File: config.mk
export PLATFORM = sky130hd
export DESIGN_NAME = scl_lock
export DESIGN_NICKNAME = d
export VERILOG_FILES = /design/src/logic/scl_pkg.sv /design/src/logic/scl_entry_sync.sv /design/src/logic/scl_lock.sv
export SDC_FILE = /design/constraint.sdc
export NUM_CORES = 1
export LEC_CHECK = 0
export ABC_AREA = 1
export BUFFER_PORTS_ARGS = -buffer_cell sky130_fd_sc_hd__buf_2
export CAP_MARGIN = 20
export CORE_MARGIN = 3
export CORE_UTILIZATION = 51
export DETAILED_ROUTE_END_ITERATION = 7
export GPL_ROUTABILITY_DRIVEN = 0
export PLACE_DENSITY = 0.72
export SLEW_MARGIN = 40
export SYNTH_ARGS = -nofsm -noshare
export SYNTH_HDL_FRONTEND = slang
export SYNTH_SLANG_ARGS = --single-unit
File: constraint.sdc
create_clock -name i_clk -period 4.3 [get_ports i_clk]
set_input_delay 0.43 -clock i_clk [delete_from_list [all_inputs] [get_ports i_clk]]
set_output_delay 0.43 -clock i_clk [all_outputs]
set_load 0.05 [all_outputs]
File: src/logic/scl_pkg.sv
// constants and register map of the serial code lock decoder
package scl_pkg;
    // ------------------------------------------------------------
    // code and timing
    // ------------------------------------------------------------
    localparam int SCL_CODE_BITS = 9;
    localparam int SCL_TOK_BITS = SCL_CODE_BITS + 1;
    localparam logic [SCL_TOK_BITS-1:0] SCL_TOK_RST = 10'h001;
    localparam int SCL_CLK_KHZ = 25_000;
    localparam int SCL_TIMEOUT_MS = 1000;
    localparam int SCL_TIMEOUT_CYC = SCL_TIMEOUT_MS * SCL_CLK_KHZ;
    // ------------------------------------------------------------
    // register offsets (byte addresses)
    // ------------------------------------------------------------
    localparam logic [7:0] SCL_OFS_CTRL = 8'h00;
    localparam logic [7:0] SCL_OFS_TMO = 8'h04;
    localparam logic [7:0] SCL_OFS_STAT = 8'h08;
    localparam logic [7:0] SCL_OFS_IST = 8'h0C;
    localparam logic [7:0] SCL_OFS_IMSK = 8'h10;
    localparam logic [7:0] SCL_OFS_PROG = 8'h14;
    // ------------------------------------------------------------
    // fields
    // ------------------------------------------------------------
    localparam int SCL_CTRL_MANUAL = 0;
    localparam int SCL_STAT_ACTIVE = 0;
    localparam int SCL_STAT_ERR = 1;
    localparam int SCL_STAT_LOCK = 2;
    localparam int SCL_STAT_TOK = 4;
    localparam int SCL_IRQ_BITS = 3;
    localparam int SCL_IRQ_UNLOCK = 0;
    localparam int SCL_IRQ_ERR = 1;
    localparam int SCL_IRQ_EXPIRE = 2;
    localparam logic [1:0] SCL_RESP_OKAY = 2'h0;
    localparam logic [1:0] SCL_RESP_SLVERR = 2'h2;
endpackage

File: src/logic/scl_entry_sync.sv
// synchroniser and falling-edge detector for the serial entry inputs
`timescale 1ns/10ps
`default_nettype none
module scl_entry_sync
    import scl_pkg::*;
(
    input wire logic i_clk,
    input wire logic i_rst_b,
    input wire logic i_ones,
    input wire logic i_zeros,
    input wire logic i_common,
    output logic o_fall_one,
    output logic o_fall_zero,
    output logic o_held,
    output logic o_common
);
    // ------------------------------------------------------------
    // state
    // ------------------------------------------------------------
    typedef struct packed {
        logic [2:0] s1;
        logic [2:0] s2;
        logic [2:0] s3;
    } scl_sync_t;

    scl_sync_t sync_r;
    scl_sync_t sync_nxt;

    always_comb begin
        sync_nxt = sync_r;
        sync_nxt.s1 = {i_common, i_zeros, i_ones};
        sync_nxt.s2 = sync_r.s1;
        sync_nxt.s3 = sync_r.s2;
    end

    always_ff @(posedge i_clk) begin
        if (!i_rst_b) begin
            sync_r <= '0;
        end else begin
            sync_r <= sync_nxt;
        end
    end

    // entry counts on its return low, so a held level never repeats
    assign o_fall_one = sync_r.s3[0] & ~sync_r.s2[0];
    assign o_fall_zero = sync_r.s3[1] & ~sync_r.s2[1];
    assign o_held = sync_r.s2[0] | sync_r.s2[1];
    assign o_common = sync_r.s2[2];
endmodule
`default_nettype wire

File: src/logic/scl_lock.sv
// serial code lock decoder with axi4-lite register slave
//
// Summary of operation
// - compare entries with nine-bit program code
// - first program input is first bit
// - open program input reads one, grounded zero
// - full code raises lock for window
// - held tenth entry keeps lock high
// - idle after reset, first entry activates
// - every entry restarts the timeout window
// - advance only if all earlier entries matched
// - token shifts through nine stages
// - after mismatch token frozen, window refreshed
// - error blocks until window expiry clears
//
// Added by the designer: register access over AXI4-Lite and the address map.
`timescale 1ns/10ps
`default_nettype none
module scl_lock
    import scl_pkg::*;
#(
    parameter int unsigned P_TIMEOUT_CYC = SCL_TIMEOUT_CYC
) (
    input wire logic i_clk,
    input wire logic i_rst_b,
    input wire logic [SCL_CODE_BITS-1:0] i_prog,
    input wire logic i_ones,
    input wire logic i_zeros,
    input wire logic i_common,
    output logic o_lock,
    output logic o_irq,
    input wire logic [7:0] i_awaddr,
    input wire logic i_awvalid,
    output logic o_awready,
    input wire logic [31:0] i_wdata,
    input wire logic [3:0] i_wstrb,
    input wire logic i_wvalid,
    output logic o_wready,
    output logic [1:0] o_bresp,
    output logic o_bvalid,
    input wire logic i_bready,
    input wire logic [7:0] i_araddr,
    input wire logic i_arvalid,
    output logic o_arready,
    output logic [31:0] o_rdata,
    output logic [1:0] o_rresp,
    output logic o_rvalid,
    input wire logic i_rready
);
    // ------------------------------------------------------------
    // state
    // ------------------------------------------------------------
    typedef struct packed {
        logic awv;
        logic [7:0] awaddr;
        logic wv;
        logic [31:0] wdata;
        logic [3:0] wstrb;
        logic awready;
        logic wready;
        logic bvalid;
        logic [1:0] bresp;
        logic arready;
        logic rvalid;
        logic [31:0] rdata;
        logic [1:0] rresp;
        logic manual;
        logic [31:0] tmo;
        logic [SCL_IRQ_BITS-1:0] ist;
        logic [SCL_IRQ_BITS-1:0] imsk;
        logic irq;
        logic active;
        logic err;
        logic lock;
        logic [SCL_TOK_BITS-1:0] tok;
        logic [31:0] tmr;
    } scl_state_t;

    scl_state_t st_r;
    scl_state_t st_nxt;

    logic fall_one;
    logic fall_zero;
    logic held;
    logic common;
    logic ent_one;
    logic ent_zero;
    logic ent;

    // ------------------------------------------------------------
    // helpers
    // ------------------------------------------------------------
    // reference bit for the stage the token sits in
    function automatic logic exp_bit(input logic [SCL_TOK_BITS-1:0] tok,
                                     input logic [SCL_CODE_BITS-1:0] prog);
        logic b;
        b = 1'b0;
        for (int i = 0; i < SCL_CODE_BITS; i++) begin
            if (tok[i]) begin
                b = prog[i];
            end
        end
        return b;
    endfunction

    function automatic logic addr_ok(input logic [7:0] a);
        logic [7:0] w;
        w = {a[7:2], 2'b00};
        return (w == SCL_OFS_CTRL) || (w == SCL_OFS_TMO) || (w == SCL_OFS_STAT) ||
               (w == SCL_OFS_IST) || (w == SCL_OFS_IMSK) || (w == SCL_OFS_PROG);
    endfunction

    function automatic logic [31:0] strb(input logic [31:0] old, input logic [31:0] d,
                                         input logic [3:0] s);
        logic [31:0] v;
        v = old;
        for (int i = 0; i < 4; i++) begin
            if (s[i]) begin
                v[i*8 +: 8] = d[i*8 +: 8];
            end
        end
        return v;
    endfunction

    // ------------------------------------------------------------
    // entry inputs
    // ------------------------------------------------------------
    scl_entry_sync u_sync (
        .i_clk(i_clk),
        .i_rst_b(i_rst_b),
        .i_ones(i_ones),
        .i_zeros(i_zeros),
        .i_common(i_common),
        .o_fall_one(fall_one),
        .o_fall_zero(fall_zero),
        .o_held(held),
        .o_common(common)
    );

    // manual switches only count while the common line is closed
    assign ent_one = fall_one & (~st_r.manual | common);
    assign ent_zero = fall_zero & (~st_r.manual | common);
    assign ent = ent_one | ent_zero;

    // ------------------------------------------------------------
    // next state
    // ------------------------------------------------------------
    always_comb begin
        logic [7:0] ra;
        logic [31:0] rd;
        logic [7:0] wa;
        ra = {i_araddr[7:2], 2'b00};
        rd = 32'h0000_0000;
        wa = {st_r.awaddr[7:2], 2'b00};
        st_nxt = st_r;
        // write channel
        if (st_r.bvalid && i_bready) begin
            st_nxt.bvalid = 1'b0;
        end
        if (i_awvalid && st_r.awready) begin
            st_nxt.awv = 1'b1;
            st_nxt.awaddr = i_awaddr;
            wa = {i_awaddr[7:2], 2'b00};
        end
        if (i_wvalid && st_r.wready) begin
            st_nxt.wv = 1'b1;
            st_nxt.wdata = i_wdata;
            st_nxt.wstrb = i_wstrb;
        end
        if (st_nxt.awv && st_nxt.wv && !st_nxt.bvalid) begin
            st_nxt.awv = 1'b0;
            st_nxt.wv = 1'b0;
            st_nxt.bvalid = 1'b1;
            st_nxt.bresp = addr_ok(wa) ? SCL_RESP_OKAY : SCL_RESP_SLVERR;
            if (wa == SCL_OFS_CTRL && st_nxt.wstrb[0]) begin
                st_nxt.manual = st_nxt.wdata[SCL_CTRL_MANUAL];
            end
            if (wa == SCL_OFS_TMO) begin
                st_nxt.tmo = strb(st_r.tmo, st_nxt.wdata, st_nxt.wstrb);
            end
            if (wa == SCL_OFS_IMSK && st_nxt.wstrb[0]) begin
                st_nxt.imsk = st_nxt.wdata[SCL_IRQ_BITS-1:0];
            end
        end
        st_nxt.awready = !st_nxt.awv && !st_nxt.bvalid;
        st_nxt.wready = !st_nxt.wv && !st_nxt.bvalid;
        // read channel; status clear comes before event sets below
        if (st_r.rvalid && i_rready) begin
            st_nxt.rvalid = 1'b0;
        end
        if (i_arvalid && st_r.arready) begin
            case (ra)
                SCL_OFS_CTRL: rd[SCL_CTRL_MANUAL] = st_r.manual;
                SCL_OFS_TMO: rd = st_r.tmo;
                SCL_OFS_STAT: begin
                    rd[SCL_STAT_ACTIVE] = st_r.active;
                    rd[SCL_STAT_ERR] = st_r.err;
                    rd[SCL_STAT_LOCK] = st_r.lock;
                    rd[SCL_STAT_TOK +: SCL_TOK_BITS] = st_r.tok;
                end
                SCL_OFS_IST: begin
                    rd[SCL_IRQ_BITS-1:0] = st_r.ist;
                    st_nxt.ist = st_r.ist & ~st_r.ist;
                end
                SCL_OFS_IMSK: rd[SCL_IRQ_BITS-1:0] = st_r.imsk;
                SCL_OFS_PROG: rd[SCL_CODE_BITS-1:0] = i_prog;
                default: rd = 32'h0000_0000;
            endcase
            st_nxt.rvalid = 1'b1;
            st_nxt.rdata = rd;
            st_nxt.rresp = addr_ok(i_araddr) ? SCL_RESP_OKAY : SCL_RESP_SLVERR;
        end
        st_nxt.arready = !st_nxt.rvalid;
        // code comparison; an entry always wins over expiry
        if (ent) begin
            st_nxt.active = 1'b1;
            st_nxt.tmr = st_r.tmo;
            if (!st_r.err && !st_r.tok[SCL_CODE_BITS]) begin
                if (ent_one == exp_bit(st_r.tok, i_prog)) begin
                    st_nxt.tok = {st_r.tok[SCL_CODE_BITS-1:0], 1'b0};
                    if (st_r.tok[SCL_CODE_BITS-1]) begin
                        st_nxt.lock = 1'b1;
                        st_nxt.ist[SCL_IRQ_UNLOCK] = 1'b1;
                    end
                end else begin
                    st_nxt.err = 1'b1;
                    st_nxt.ist[SCL_IRQ_ERR] = 1'b1;
                end
            end
        end else if (st_r.lock && held) begin
            st_nxt.tmr = st_r.tmo;
        end else if (st_r.active) begin
            if (st_r.tmr <= 32'h0000_0001) begin
                // only a cycle with no entry, and no held input while locked, gets here
                st_nxt.active = 1'b0;
                st_nxt.err = 1'b0;
                st_nxt.lock = 1'b0;
                st_nxt.tok = SCL_TOK_RST;
                st_nxt.tmr = 32'h0000_0000;
                st_nxt.ist[SCL_IRQ_EXPIRE] = 1'b1;
            end else begin
                st_nxt.tmr = st_r.tmr - 32'h0000_0001;
            end
        end
        st_nxt.irq = |(st_nxt.ist & st_nxt.imsk);
    end

    // ------------------------------------------------------------
    // registers
    // ------------------------------------------------------------
    always_ff @(posedge i_clk) begin
        if (!i_rst_b) begin
            st_r <= '0;
            st_r.tok <= SCL_TOK_RST;
            st_r.tmo <= 32'(P_TIMEOUT_CYC);
        end else begin
            st_r <= st_nxt;
        end
    end

    assign o_lock = st_r.lock;
    assign o_irq = st_r.irq;
    assign o_awready = st_r.awready;
    assign o_wready = st_r.wready;
    assign o_bvalid = st_r.bvalid;
    assign o_bresp = st_r.bresp;
    assign o_arready = st_r.arready;
    assign o_rvalid = st_r.rvalid;
    assign o_rdata = st_r.rdata;
    assign o_rresp = st_r.rresp;
endmodule
`default_nettype wire

Word-level counts from Yosys, hierarchy flattened

Cells that the tools add are included.

Equal/unequal tests: 18
Multiplexer cells: 51
Order comparisons: 1
Reduce and logical (&&, ||, !) cells: 45
Add/subtract/negate cells: 1
Bitwise logic cells: 13

Operators with widths:

| kind                                                             | count |
|---|---|
| two-way mux 45 bit                                               | 2 |
| two-way mux 32 bit                                               | 2 |
| two-way mux 37 bit                                               | 1 |
| two-way mux 35 bit                                               | 1 |
| less-or-equal comparator 32 x 1 -> 1 bit (second input constant) | 1 |
| subtractor 32 x 1 -> 32 bit (second input constant)              | 1 |
| two-way mux 13 bit                                               | 2 |
| equality test 6 x 2 -> 1 bit (second input constant)             | 4 |
| equality test 6 x 3 -> 1 bit (second input constant)             | 4 |
| two-way mux 1 bit                                                | 24 |
| two-way mux 18 bit                                               | 1 |
| two-way mux 3 bit                                                | 5 |
| case mux 5 bit (3 select lines)                                  | 1 |
| logical AND 1 bit                                                | 13 |
| equality test 6 x 1 -> 1 bit (second input constant)             | 2 |
| logical NOT 6 bit                                                | 2 |
| two-way mux 12 bit                                               | 1 |
| AND reduction 3 bit                                              | 4 |
| two-way mux 11 bit                                               | 1 |
| logical OR 1 bit                                                 | 10 |
| case mux 2 bit (5 select lines)                                  | 1 |
| case mux 5 bit (2 select lines)                                  | 1 |
| AND reduction 5 bit                                              | 2 |
| two-way mux 9 bit                                                | 1 |
| 21 further kinds                                                 | 42 |

Input bits: 71
Flip-flop bits (word level): 180
Output and inout bits: 43
Logic and storage cells: 158

Logic depth before layout (Yosys ltp)

Gate-level depths: netlist of run 1.

Depth after elaboration: 17
Gate-level depth with buffers: 18
Mapped depth without buffers: 18

Cells and area by module

Synthesis of run 1 repeated with hierarchy kept, for this count alone.

Cell total of the unflattened synthesis: 1067
Area total of the unflattened synthesis: 8086.5 um2

By module, submodules not included:

| module         | times used | seq. area each (um2) | cells each | area an instance (um2) |
|---|---|---|---|---|
| scl_lock       | 1          | 3363.2               | 1035       | 7835.0 |
| scl_entry_sync | 1          | 160.2                | 32         | 251.5 |

Least setup slack after synthesis of run 1

No wires, ideal clock.

Kind: register to register
Start point: register st_r, in the netlist o_wready
End point: register st_r[53] (netlist bit)
Library setup time: 0.119 ns
Data arrival time: 2.043 ns
Period minus slack after synthesis: 2.162 ns
Path buffers: 0
Data required time: 4.181 ns
Cell stages (with the launch flop): 12
Slack: 2.138 ns
Path through: dfxtp_1 > nand2_2 > inv_2 > o22ai_1 > inv_1 > o21ai_1 > nor2_1 > inv_1 > nor2_1 > inv_2 > o21ai_0 > a21oi_1

Word-level cells in the longest chain between the ends: 5

RTL lines:

| element                              | RTL line        | source |
|---|---|---|
| from (decl)                          | scl_lock.sv:79  | `scl_state_t st_r;` |
| from (signal assigned)               | scl_lock.sv:257 | `st_r <= st_nxt;` |
| logical AND 1 bit *                  | scl_lock.sv:165 | `if (i_wvalid && st_r.wready) begin` |
| two-way mux 37 bit *                 | scl_lock.sv:165 |  |
| logical AND 1 bit (2 in a row)       | scl_lock.sv:170 | `if (st_nxt.awv && st_nxt.wv && !st_nxt.bvalid) begin` |
| AND reduction 3 bit (no source line) | --              |  |

Mark *: on every way between the ends. The rest lies on a longest branch, timed or not.
A chain may end at the register's enable or synchronous reset.

Final worst setup path of run 1

Start point: register st_r[84] (netlist bit)
End point: register st_r[13] (netlist bit)

Word-level cells in the longest chain between the ends: 5
Elaborated cells between the ends (all ways): 7
Classes of those cells: mux (1); bitwise (5); reduce/logical (1)

RTL lines:

| element                                                                   | RTL line                         | source |
|---|---|---|
| inverter 1 bit *                                                          | scl_lock.sv:141, scl_lock.sv:142 |  |
| OR 1 bit *                                                                | scl_lock.sv:141, scl_lock.sv:142 |  |
| bitwise AND 1 bit, on equally long branches                               | scl_lock.sv:141, scl_lock.sv:142 |  |
| OR 1 bit *                                                                | scl_lock.sv:143                  | `assign ent = ent_one \| ent_zero;` |
| nonzero test 3 bit (no source line) or two-way mux 45 bit (tied branches) | --                               |  |

Marked as above.

==> impl_metrics.tcl, run 1 <==
set metrics [dict create \
    sw_frac_of_total_pct 32.0 \
    rsz0062_at_grt "no" \
    initial_core_util_pct 52.7 \
    clkSinkCount 176 \
    cts_made_buffers 17 \
    finalCritPeriodShare_pct 67.6 \
    die_w_um 132 \
    crit_required_ns 4.66 \
    ys_types 47 \
    fmax_mhz 344 \
    grt-ovfl-total 0 \
    syn_avg_cell_area_um2 7.39 \
    syn_inst 1097 \
    total_power_mw 4.54 \
    holdWs_ns 0.179 \
    cts-root-buf "clkbuf_16" \
    fin_util_pct 59.5 \
    drt.antenna.violating_nets 0 \
    synth_commonest_cells "190 x nand2_1, 176 x dfxtp_1, 115 x nor2_1" \
    synth-compound-area-share_pct 17.8 \
    fin_worst_skew_ns 0.00896 \
    synthXorXnorAreaFrac_pct 1.40 \
    crit_type "reg -> reg" \
    vias_per_cell 5.28 \
    yosysMostFrequentCell "nand2_1" \
    synthMuxAreaShare_pct 3.10 \
    synth_area_leaders "dfxtp_1 43%, nand2_1 8.8%, a21oi_1 6.5%" \
    relSlewSlack_pct 46.3 \
    ir_drop_v 0.000291 \
    synth_ff_type "dfxtp_1" \
    drv_cap 0 \
    p_int_mw 3.09 \
    p_per_area_mw_per_mm2 497 \
    tns_ns 0 \
    die_h_um 132 \
    finalWirelength_um 20200 \
    synthSimpleGateAreaFrac_pct 22.1 \
    nets 1223 \
    cts-resized-gates 0 \
    leakage_nw 4.27 \
    synth_seq_area_share_pct 43.5 \
    dp_slack_ns 1.40 \
    p_seq_share_pct 39.9 \
    setup_slack_ns 1.39 \
    dpl.hpwl_um 14200 \
    critPathLaunchType "register" \
    dieArea_mm2 0.0174 \
    dp_cells 1342 \
    cts_setup_buffers 0 \
    synth_edf_count 0 \
    coreArea_mm2 0.0154 \
    synth-seq-cells 176 \
    ys_warn_count 0 \
    area_delta_synth_final_pct 12.8 \
    cp_max_fo 33 \
    status "finished, final reports clean" \
    cts_tree "done" \
    syn_area_mm2 0.00811 \
    cts_max_path_buffers 2 \
    synth_area_leader_cell "dfxtp_1" \
    drt-pass1-iter-count 5 \
    min_path_type "in -> reg" \
    htreeDepth 4 \
    drc 0 \
    grt_antenna_before_repair 2 \
    grt_pass1_vias 6457 \
    setup_violations 0 \
    grt_max_degree 75 \
    synth.top_cell.area_share_pct 43.5 \
    grt_use_total_pct 23.1 \
    ctsHoldBuffers 0 \
    synth-adder-area-share_pct 0.309 \
    io_buffers 107 \
    arrival_ns 3.26 \
    hold_violations 0 \
    io_pins 114 \
    diodes 0 \
    comb_power_share_pct 24.0 \
    synth_top_family_by_area "simple AND/OR/NAND/NOR gates" \
    p_sw_mw 1.45 \
    drive_gt1_share_pct 17.4 \
    endpoint_kind "register" \
    drt_iter0_markers 654 \
    grt_pass1_wl_um 32800 \
    power.share.clock_pct 36.1 \
    tightest_slew_ns 0.805 \
    finalMaxSlewViolations 0 \
    clkSlewWorstSetupHoldPaths_ns 0.07 \
    finalCriticalPeriod_ns 2.91 \
    final_area_mm2 0.00915 \
    clk_latency_ns 0.43 \
    async_flop_share_pct 0 \
    vias 7254 \
    wl_per_cell_um 14.7 \
    stdcell_count 1374 \
    rows 45 \
    place_area_mm2 0.00852 \
]
final timing paths:
| path | slack (ns) | depth (start not counted) | start | end |
|---|---|---|---|---|
| max | 1.39 | 13 | st_r[84] | st_r[13] |
| min | 0.18 | 3 | i_zeros | u_sync.sync_nxt[4] |
| max reg2reg | 1.39 | 13 | st_r[84] | st_r[13] |
| min reg2reg | 0.41 | 2 | u_sync.sync_nxt[3] | u_sync.sync_nxt[0] |
cell families after synthesis:
logic type / count (synthesis)
buf+inv: 214
other cells: 1
xor+xnor: 13
fa+ha+maj: 2
simple gates: 409
flops: 176
mux: 25
compound gates: 257
cell usage in the layout, fill, tap and decap left out, types with 3 or more instances in the layout:
cell and count:
o211ai_1 5, dfxtp_1 176, nor3_2 3, clkbuf_16 17, or2_1 3, a22oi_1 28, o21ai_0 83, a31oi_1 6
buf_4 9, clkinv_2 4, nor2_2 6, buf_2 107, nand2_1 190, nor2_1 114, inv_2 17, o21ai_1 10
inv_1 111, a21oi_1 106, nand2_2 4, o22ai_1 5, nand3b_1 5, or2_2 16, nor3_1 10, nand4_1 19
xor2_1 12, mux2i_1 24, nand3_1 32, bufinv_16 4
per-layer routing:
| metal | part of all wire [%] | routed length (um) | GRT usage, % |
|---|---|---|---|
| met5 | 0.13 | 26 | 0 |
| met4 | 1.3 | 260 | 7.29 |
| met2 | 43 | 8700 | 33.7 |
| met1 | 49 | 9810 | 33.5 |
| met3 | 6.7 | 1360 | 5.76 |
registers in the layout (all words and copies together), names as in the netlist, 2 cells and up:
signal	count
st_r	127
o_rdata	32
u_sync.sync_nxt	5
u_sync.sync_r	2
area by class of cell:
type                    count  area (um2)
clock inverters            13         185
clock buffers              19         443
repair buffers            116         603
multi-input cells         708        3640
fillers                  1424        6220
well taps                 211         264
inverters                 131         493
flip-flops and latches    176        3520
critical path, cell delays in order, from the launching register on:
cell	delay, ns
dfxtp_1	0.32
inv_2	0.05
nor2_1	0.11
nor2_1	0.11
nor2_4	0.23
inv_2	0.15
nor2_2	0.23
inv_2	0.31
nor2_2	0.51
buf_4	0.35
inv_1	0.15
nand2_1	0.08
o221ai_1	0.10
a21oi_1	0.13
power by group through the flow:
stage	Clock (mW)	Sequential, mW	Combinational (mW)
after floorplan	0	1.85	0.856
after global placement	0	1.84	1.06
after detailed placement	0	1.84	1.08
after CTS	1.66	1.81	1.08
after global routing	1.73	1.82	1.22
final	1.64	1.81	1.09
No activity file was read; power rests on OpenSTA's default activity.
==> inputs of run 2 (changes only) <==
Settings changed: ABC_AREA 1 to 0.
Clock period 4.3 ns to 2.76 ns, I/O delays scaled along.
==> run 2 against run 1 <==
Compared with the run above: global-route usage shrank 0.75 points; worst setup slack worse by 1.2 ns; fmax increased by 13%; first-iteration DRC count decreased by 17%; register-to-register slack got worse by 1.2 ns; clock skew increased by 0.0020 ns; area after synthesis is essentially flat; final cell count shrank 13%; total power grew 33%; hold slack lost 0.13 ns; largest power group unchanged.
==> impl_metrics.tcl, run 2 <==
set metrics [dict create \
    status "finished, final reports clean" \
    synth_seq_area_share_pct 43.4 \
    synth_area_leaders "dfxtp_1 43%, mux2i_1 5.7%, nand2_1 4.4%" \
    synth_commonest_cells "176 x dfxtp_1, 94 x nand2_1, 56 x nor2b_1" \
    grt_antenna_before_repair 1 \
    endpoint_kind "register" \
    ys_types 61 \
    finalCritPeriodShare_pct 93.1 \
    cp_slowest_stage_delay_ns 0.60 \
    initial_core_util_pct 52.8 \
    fmax_mhz 389 \
    tns_ns 0 \
    cts_max_path_buffers 2 \
    finalCriticalPeriod_ns 2.57 \
    finalWirelength_um 19600 \
    critPathLaunchType "register" \
    p_per_area_mw_per_mm2 658 \
    relSlewSlack_pct 48.8 \
    final_common_cell "dfxtp_1" \
    grt_pass1_wl_um 31700 \
    nets 1040 \
    syn_area_mm2 0.00811 \
    largest_reg_flops 127 \
    synthXorXnorAreaFrac_pct 1.40 \
    syn_avg_cell_area_um2 8.95 \
    rsz0062_at_grt "no" \
    area_delta_synth_final_pct 13.5 \
    synth-adder-area-share_pct 0.309 \
    htreeDepth 4 \
    cp_max_fo 21 \
    min_path_type "in -> reg" \
    crit_required_ns 3.09 \
    drt-pass1-iter-count 6 \
    drc 0 \
    arrival_ns 2.90 \
    total_power_mw 6.06 \
    synth.top_cell.area_share_pct 43.4 \
    rows 45 \
    dpl.hpwl_um 13800 \
    drt_iter0_markers 546 \
    die_w_um 132 \
    synth-seq-cells 176 \
    critical_path.cell_chain "or4_4, nor4_4, nand2_1, nor4_1, nand3_1, buf_4, and3_1, o21a_1" \
    synth_edf_count 0 \
    synth_top_family_by_area "simple AND/OR/NAND/NOR gates" \
    clk_latency_ns 0.43 \
    vias 6743 \
    synth_ff_type "dfxtp_1" \
    io_buffers 107 \
    leakage_nw 4.19 \
    drt.antenna.violating_nets 0 \
    grt_max_degree 89 \
    cts_made_buffers 17 \
    setup_violations 0 \
    clkSinkCount 176 \
    die_h_um 132 \
    grt-ovfl-total 0 \
    final_area_mm2 0.00921 \
    diodes 0 \
    crit_path_top_delay_cell "or4_4" \
    synth-compound-area-share_pct 18.8 \
    hold_violations 0 \
    ctsHoldBuffers 0 \
    place_area_mm2 0.00862 \
    synthSimpleGateAreaFrac_pct 23.1 \
    crit_type "reg -> reg" \
    finalMaxSlewViolations 0 \
    fin_worst_skew_ns 0.0110 \
    drive_gt1_share_pct 19.0 \
    setup_slack_ns 0.191 \
    async_flop_share_pct 0 \
    cts-root-buf "clkbuf_16" \
    clkSlewWorstSetupHoldPaths_ns 0.07 \
    cts_tree "done" \
    syn_inst 906 \
    grt_use_total_pct 22.3 \
    vias_per_cell 5.66 \
    grt_pass1_vias 6251 \
    wl_per_cell_um 16.4 \
    ir_drop_v 0.000449 \
    synth_area_leader_cell "dfxtp_1" \
    tightest_slew_ns 0.768 \
    coreArea_mm2 0.0154 \
    drv_cap 0 \
    cts_setup_buffers 0 \
    yosysMostFrequentCell "dfxtp_1" \
    cts-resized-gates 0 \
    dp_slack_ns 0.210 \
    synthMuxAreaShare_pct 6.23 \
    final_cell_mix "176 x dfxtp_1, 106 x buf_2, 93 x nand2_1" \
    ys_warn_count 0 \
    dieArea_mm2 0.0175 \
    top_register "st_r" \
    io_pins 114 \
]
[run 2: cell count changes in the layout (fill, tap and decap cells not counted), moves of 42 or more]
cell | previous run | this run
o21ai_0 | 83 | 41
nor2_1 | 114 | 46
nand2_1 | 190 | 93
nor2b_1 | 0 | 56
inv_1 | 111 | 10
a21oi_1 | 106 | 34
[run 2: metrics by stage]
stage	std cells	util (%)	hold WS (ns)
floorplan	907	-	0.387
detailed placement	1159	56.1	0.418
global placement	1159	56.1	0.413
finish	1191	59.9	0.0477
global route	1191	59.9	0.0385
CTS	1191	59.9	0.0341
[run 2: area by class of cell]
class / count / area [um2]
Tap cell: 211 / 264
Sequential cell: 176 / 3520
Multi-Input combinational cell: 628 / 4060
Inverter: 10 / 37.5
Fill cell: 1368 / 6160
Timing Repair Buffer: 134 / 741
Clock buffer: 19 / 433
Clock inverter: 13 / 150
[run 2: cell families after synthesis]
logic type	Yosys count
adder cells (fa/ha/maj)	2
buffers and inverters	103
XOR/XNOR	13
AND/OR/NAND/NOR	354
other	1
AO/OA/AOI/OAI	207
flip-flops	176
multiplexers	50
[run 2: path summary, 6_finish.rpt]
path	cells after the start	from	end	slack, ns
worst max register to register	8	st_r[7]	st_r[40]	0.19
worst min register to register	1	u_sync.sync_nxt[4]	u_sync.sync_nxt[1]	0.43
worst max-delay path	8	st_r[7]	st_r[40]	0.19
worst min-delay path	2	i_zeros	u_sync.sync_nxt[4]	0.05
[run 2: critical path, delay by kind of cell, from the launching register on]
kind	cells	cell delay, ns
buffers and inverters	1	0.22
AOI/OAI and AO/OA	1	0.19
and+or+nand+nor	6	1.71
DFF	1	0.35
[run 2: per-layer routing]
metal	track usage [%]	share of wire [%]	vias to the layer above
li1	-	-	3327
met3	6.18	6.6	34
met5	0	0.066	-
met1	30.1	46	3175
met2	35.1	46	205
met4	6.65	1.6	2
[run 2: report_power, final]
group | total [mW] | switching [mW] | internal (mW)
Sequential | 2.71 | 0.0712 | 2.64
Combinational | 0.943 | 0.573 | 0.370
Clock | 2.41 | 1.06 | 1.35
Total | 6.06 | 1.70 | 4.36
==> inputs of run 3 (changes only) <==
Settings changed: CORE_UTILIZATION 51 to 50, MAX_ROUTING_LAYER from default to met4, PLACE_DENSITY 0.72 to 0.71.
==> run 3 against run 2 <==
Compared with the run above: cell area barely moved; routed wire length rose by 1.2%; largest cell class unchanged; first-iteration DRC count decreased by 4.9%; sequential share of layout area is essentially flat; critical endpoint is now st_r[34]; count of clock-buffer cells in the layout shrank 1; die area grew 1.9%.
==> impl_metrics.tcl, run 3 (same netlist as run 2, synthesis figures left out) <==
set metrics [dict create \
    rows 45 \
    arrival_ns 2.83 \
    area_delta_synth_final_pct 13.5 \
    clk_latency_ns 0.44 \
    cts_tree "done" \
    critical_path_buf_inv_count 1 \
    grt_pass1_wl_um 31800 \
    setup_violations 0 \
    grt_pass1_vias 6233 \
    drt_iter0_markers 519 \
    clkSlewWorstSetupHoldPaths_ns 0.07 \
    crit_type "reg -> reg" \
    status "finished, final reports clean" \
    top_register "st_r" \
    largest_reg_flops 127 \
    io_buffers 107 \
    seqCellArea_mm2 0.00352 \
    initial_core_util_pct 52.2 \
    endpoint_kind "register" \
    drt-pass1-iter-count 6 \
    final_area_mm2 0.00921 \
    leakage_nw 4.18 \
    dp_slack_ns 0.256 \
    drive_gt1_share_pct 19.1 \
    nets 1039 \
    grt_antenna_before_repair 2 \
    critical_path.cell_chain "or4_4, nor4_4, nand2_1, nor4_1, nand3_1, buf_4, and3_1, o21a_1" \
    place_area_mm2 0.00863 \
    crit_required_ns 3.09 \
    tns_ns 0 \
    cts_max_path_buffers 2 \
    cts-root-buf "clkbuf_16" \
    setup_slack_ns 0.250 \
    rsz0062_at_grt "no" \
    min_path_type "in -> reg" \
    cts-resized-gates 0 \
    tightest_slew_ns 0.594 \
    cts_setup_buffers 0 \
    ctsHoldBuffers 0 \
    grt-ovfl-total 0 \
    grt_use_total_pct 22.8 \
    drv_cap 0 \
    grt_max_degree 71 \
    final_cell_mix "176 x dfxtp_1, 106 x buf_2, 92 x nand2_1" \
    die_w_um 133 \
    finalWirelength_um 19800 \
    cts_made_buffers 17 \
    htreeDepth 4 \
    coreArea_mm2 0.0155 \
    ir_drop_v 0.000438 \
    critPathTopFamily "simple AND/OR/NAND/NOR gates" \
    finalMaxSlewViolations 0 \
    wl_per_cell_um 16.6 \
    p_per_area_mw_per_mm2 654 \
    rrSetupSlack_ns 0.25 \
    final_common_cell "dfxtp_1" \
    die_h_um 133 \
    drt.antenna.violating_nets 0 \
    hold_violations 0 \
    dpl.hpwl_um 13800 \
    multi_input_area_mm2 0.00406 \
    finalCriticalPeriod_ns 2.51 \
    crit_path_top_delay_cell "or4_4" \
    cp_slowest_stage_delay_ns 0.60 \
    fin_worst_skew_ns 0.0112 \
    drc 0 \
    clkSinkCount 176 \
    fmax_mhz 398 \
    vias_per_cell 5.66 \
    finalCritPeriodShare_pct 90.9 \
    io_pins 114 \
    fillers 1410 \
    dieArea_mm2 0.0178 \
    cp_max_fo 21 \
    vias 6748 \
    critPathLaunchType "register" \
    relSlewSlack_pct 60.4 \
]
## run 3: changes by cell type in the layout (fill, tap and decap cells not counted)
cell       previous run  this run
buf_12                0         1
buf_4                28        26
bufinv_16             2         1
clkbuf_1              2         1
clkinv_2              2         1
diode_2               0         2
inv_6                 4         6
inv_8                 1         2
nand2_1              93        92
nand2_2               1         2
## run 3: power by group
group,total [mW],switching [mW],internal (mW),leakage (nW)
logic,0.948,0.573,0.376,2.47
registers,2.71,0.0732,2.64,1.43
clock network,2.36,1.09,1.27,0.281
## run 3: worst register-to-register path: stages, from the launching register on
cell     delay [ns]
dfxtp_1        0.35
or4_4          0.60
nor4_4         0.31
nand2_1        0.08
nor4_1         0.36
nand3_1        0.12
buf_4          0.21
and3_1         0.20
o21a_1         0.18
## run 3: final cells by class
cell class                 instances  area share, %
clock buffer                      18           4.66
multi-input combinational        628           44.1
clock inverter                    14           1.56
sequential                       176           38.3
timing repair buffer             133           8.10
inverter                          10          0.408
tap                              211           2.87
antenna                            2         0.0543
## run 3: routing by layer
| layer | global-route usage, % | vias to the layer above | wire length [um] |
|---|---|---|---|
| li1 | - | 3324 | - |
| met1 | 30.6 | 3234 | 9200 |
| met2 | 34.8 | 176 | 9250 |
| met3 | 5.66 | 14 | 1160 |
| met4 | 5.31 | 0 | 192 |
| met5 | - | - | 0 |
## run 3: path summary, 6_finish.rpt
check | startpoint | end | depth (start not counted)
worst max-delay path | st_r[7] | st_r[34] | 8
worst min-delay path | i_ones | u_sync.sync_nxt[3] | 2
worst max register to register | st_r[7] | st_r[34] | 8
worst min register to register | u_sync.sync_nxt[3] | u_sync.sync_nxt[0] | 1
## run 3: through the flow
stage	utilization, %	std cells	total power [mW]	hold WS (ns)
2_1_floorplan	-	907	3.47	0.387
3_3_place_gp	55.5	1158	3.69	0.415
3_5_place_dp	55.5	1158	3.71	0.419
4_1_cts	59.2	1190	6.06	0.0256
5_1_grt	59.3	1192	6.28	0.0349
6_report	59.3	1192	6.02	0.0415
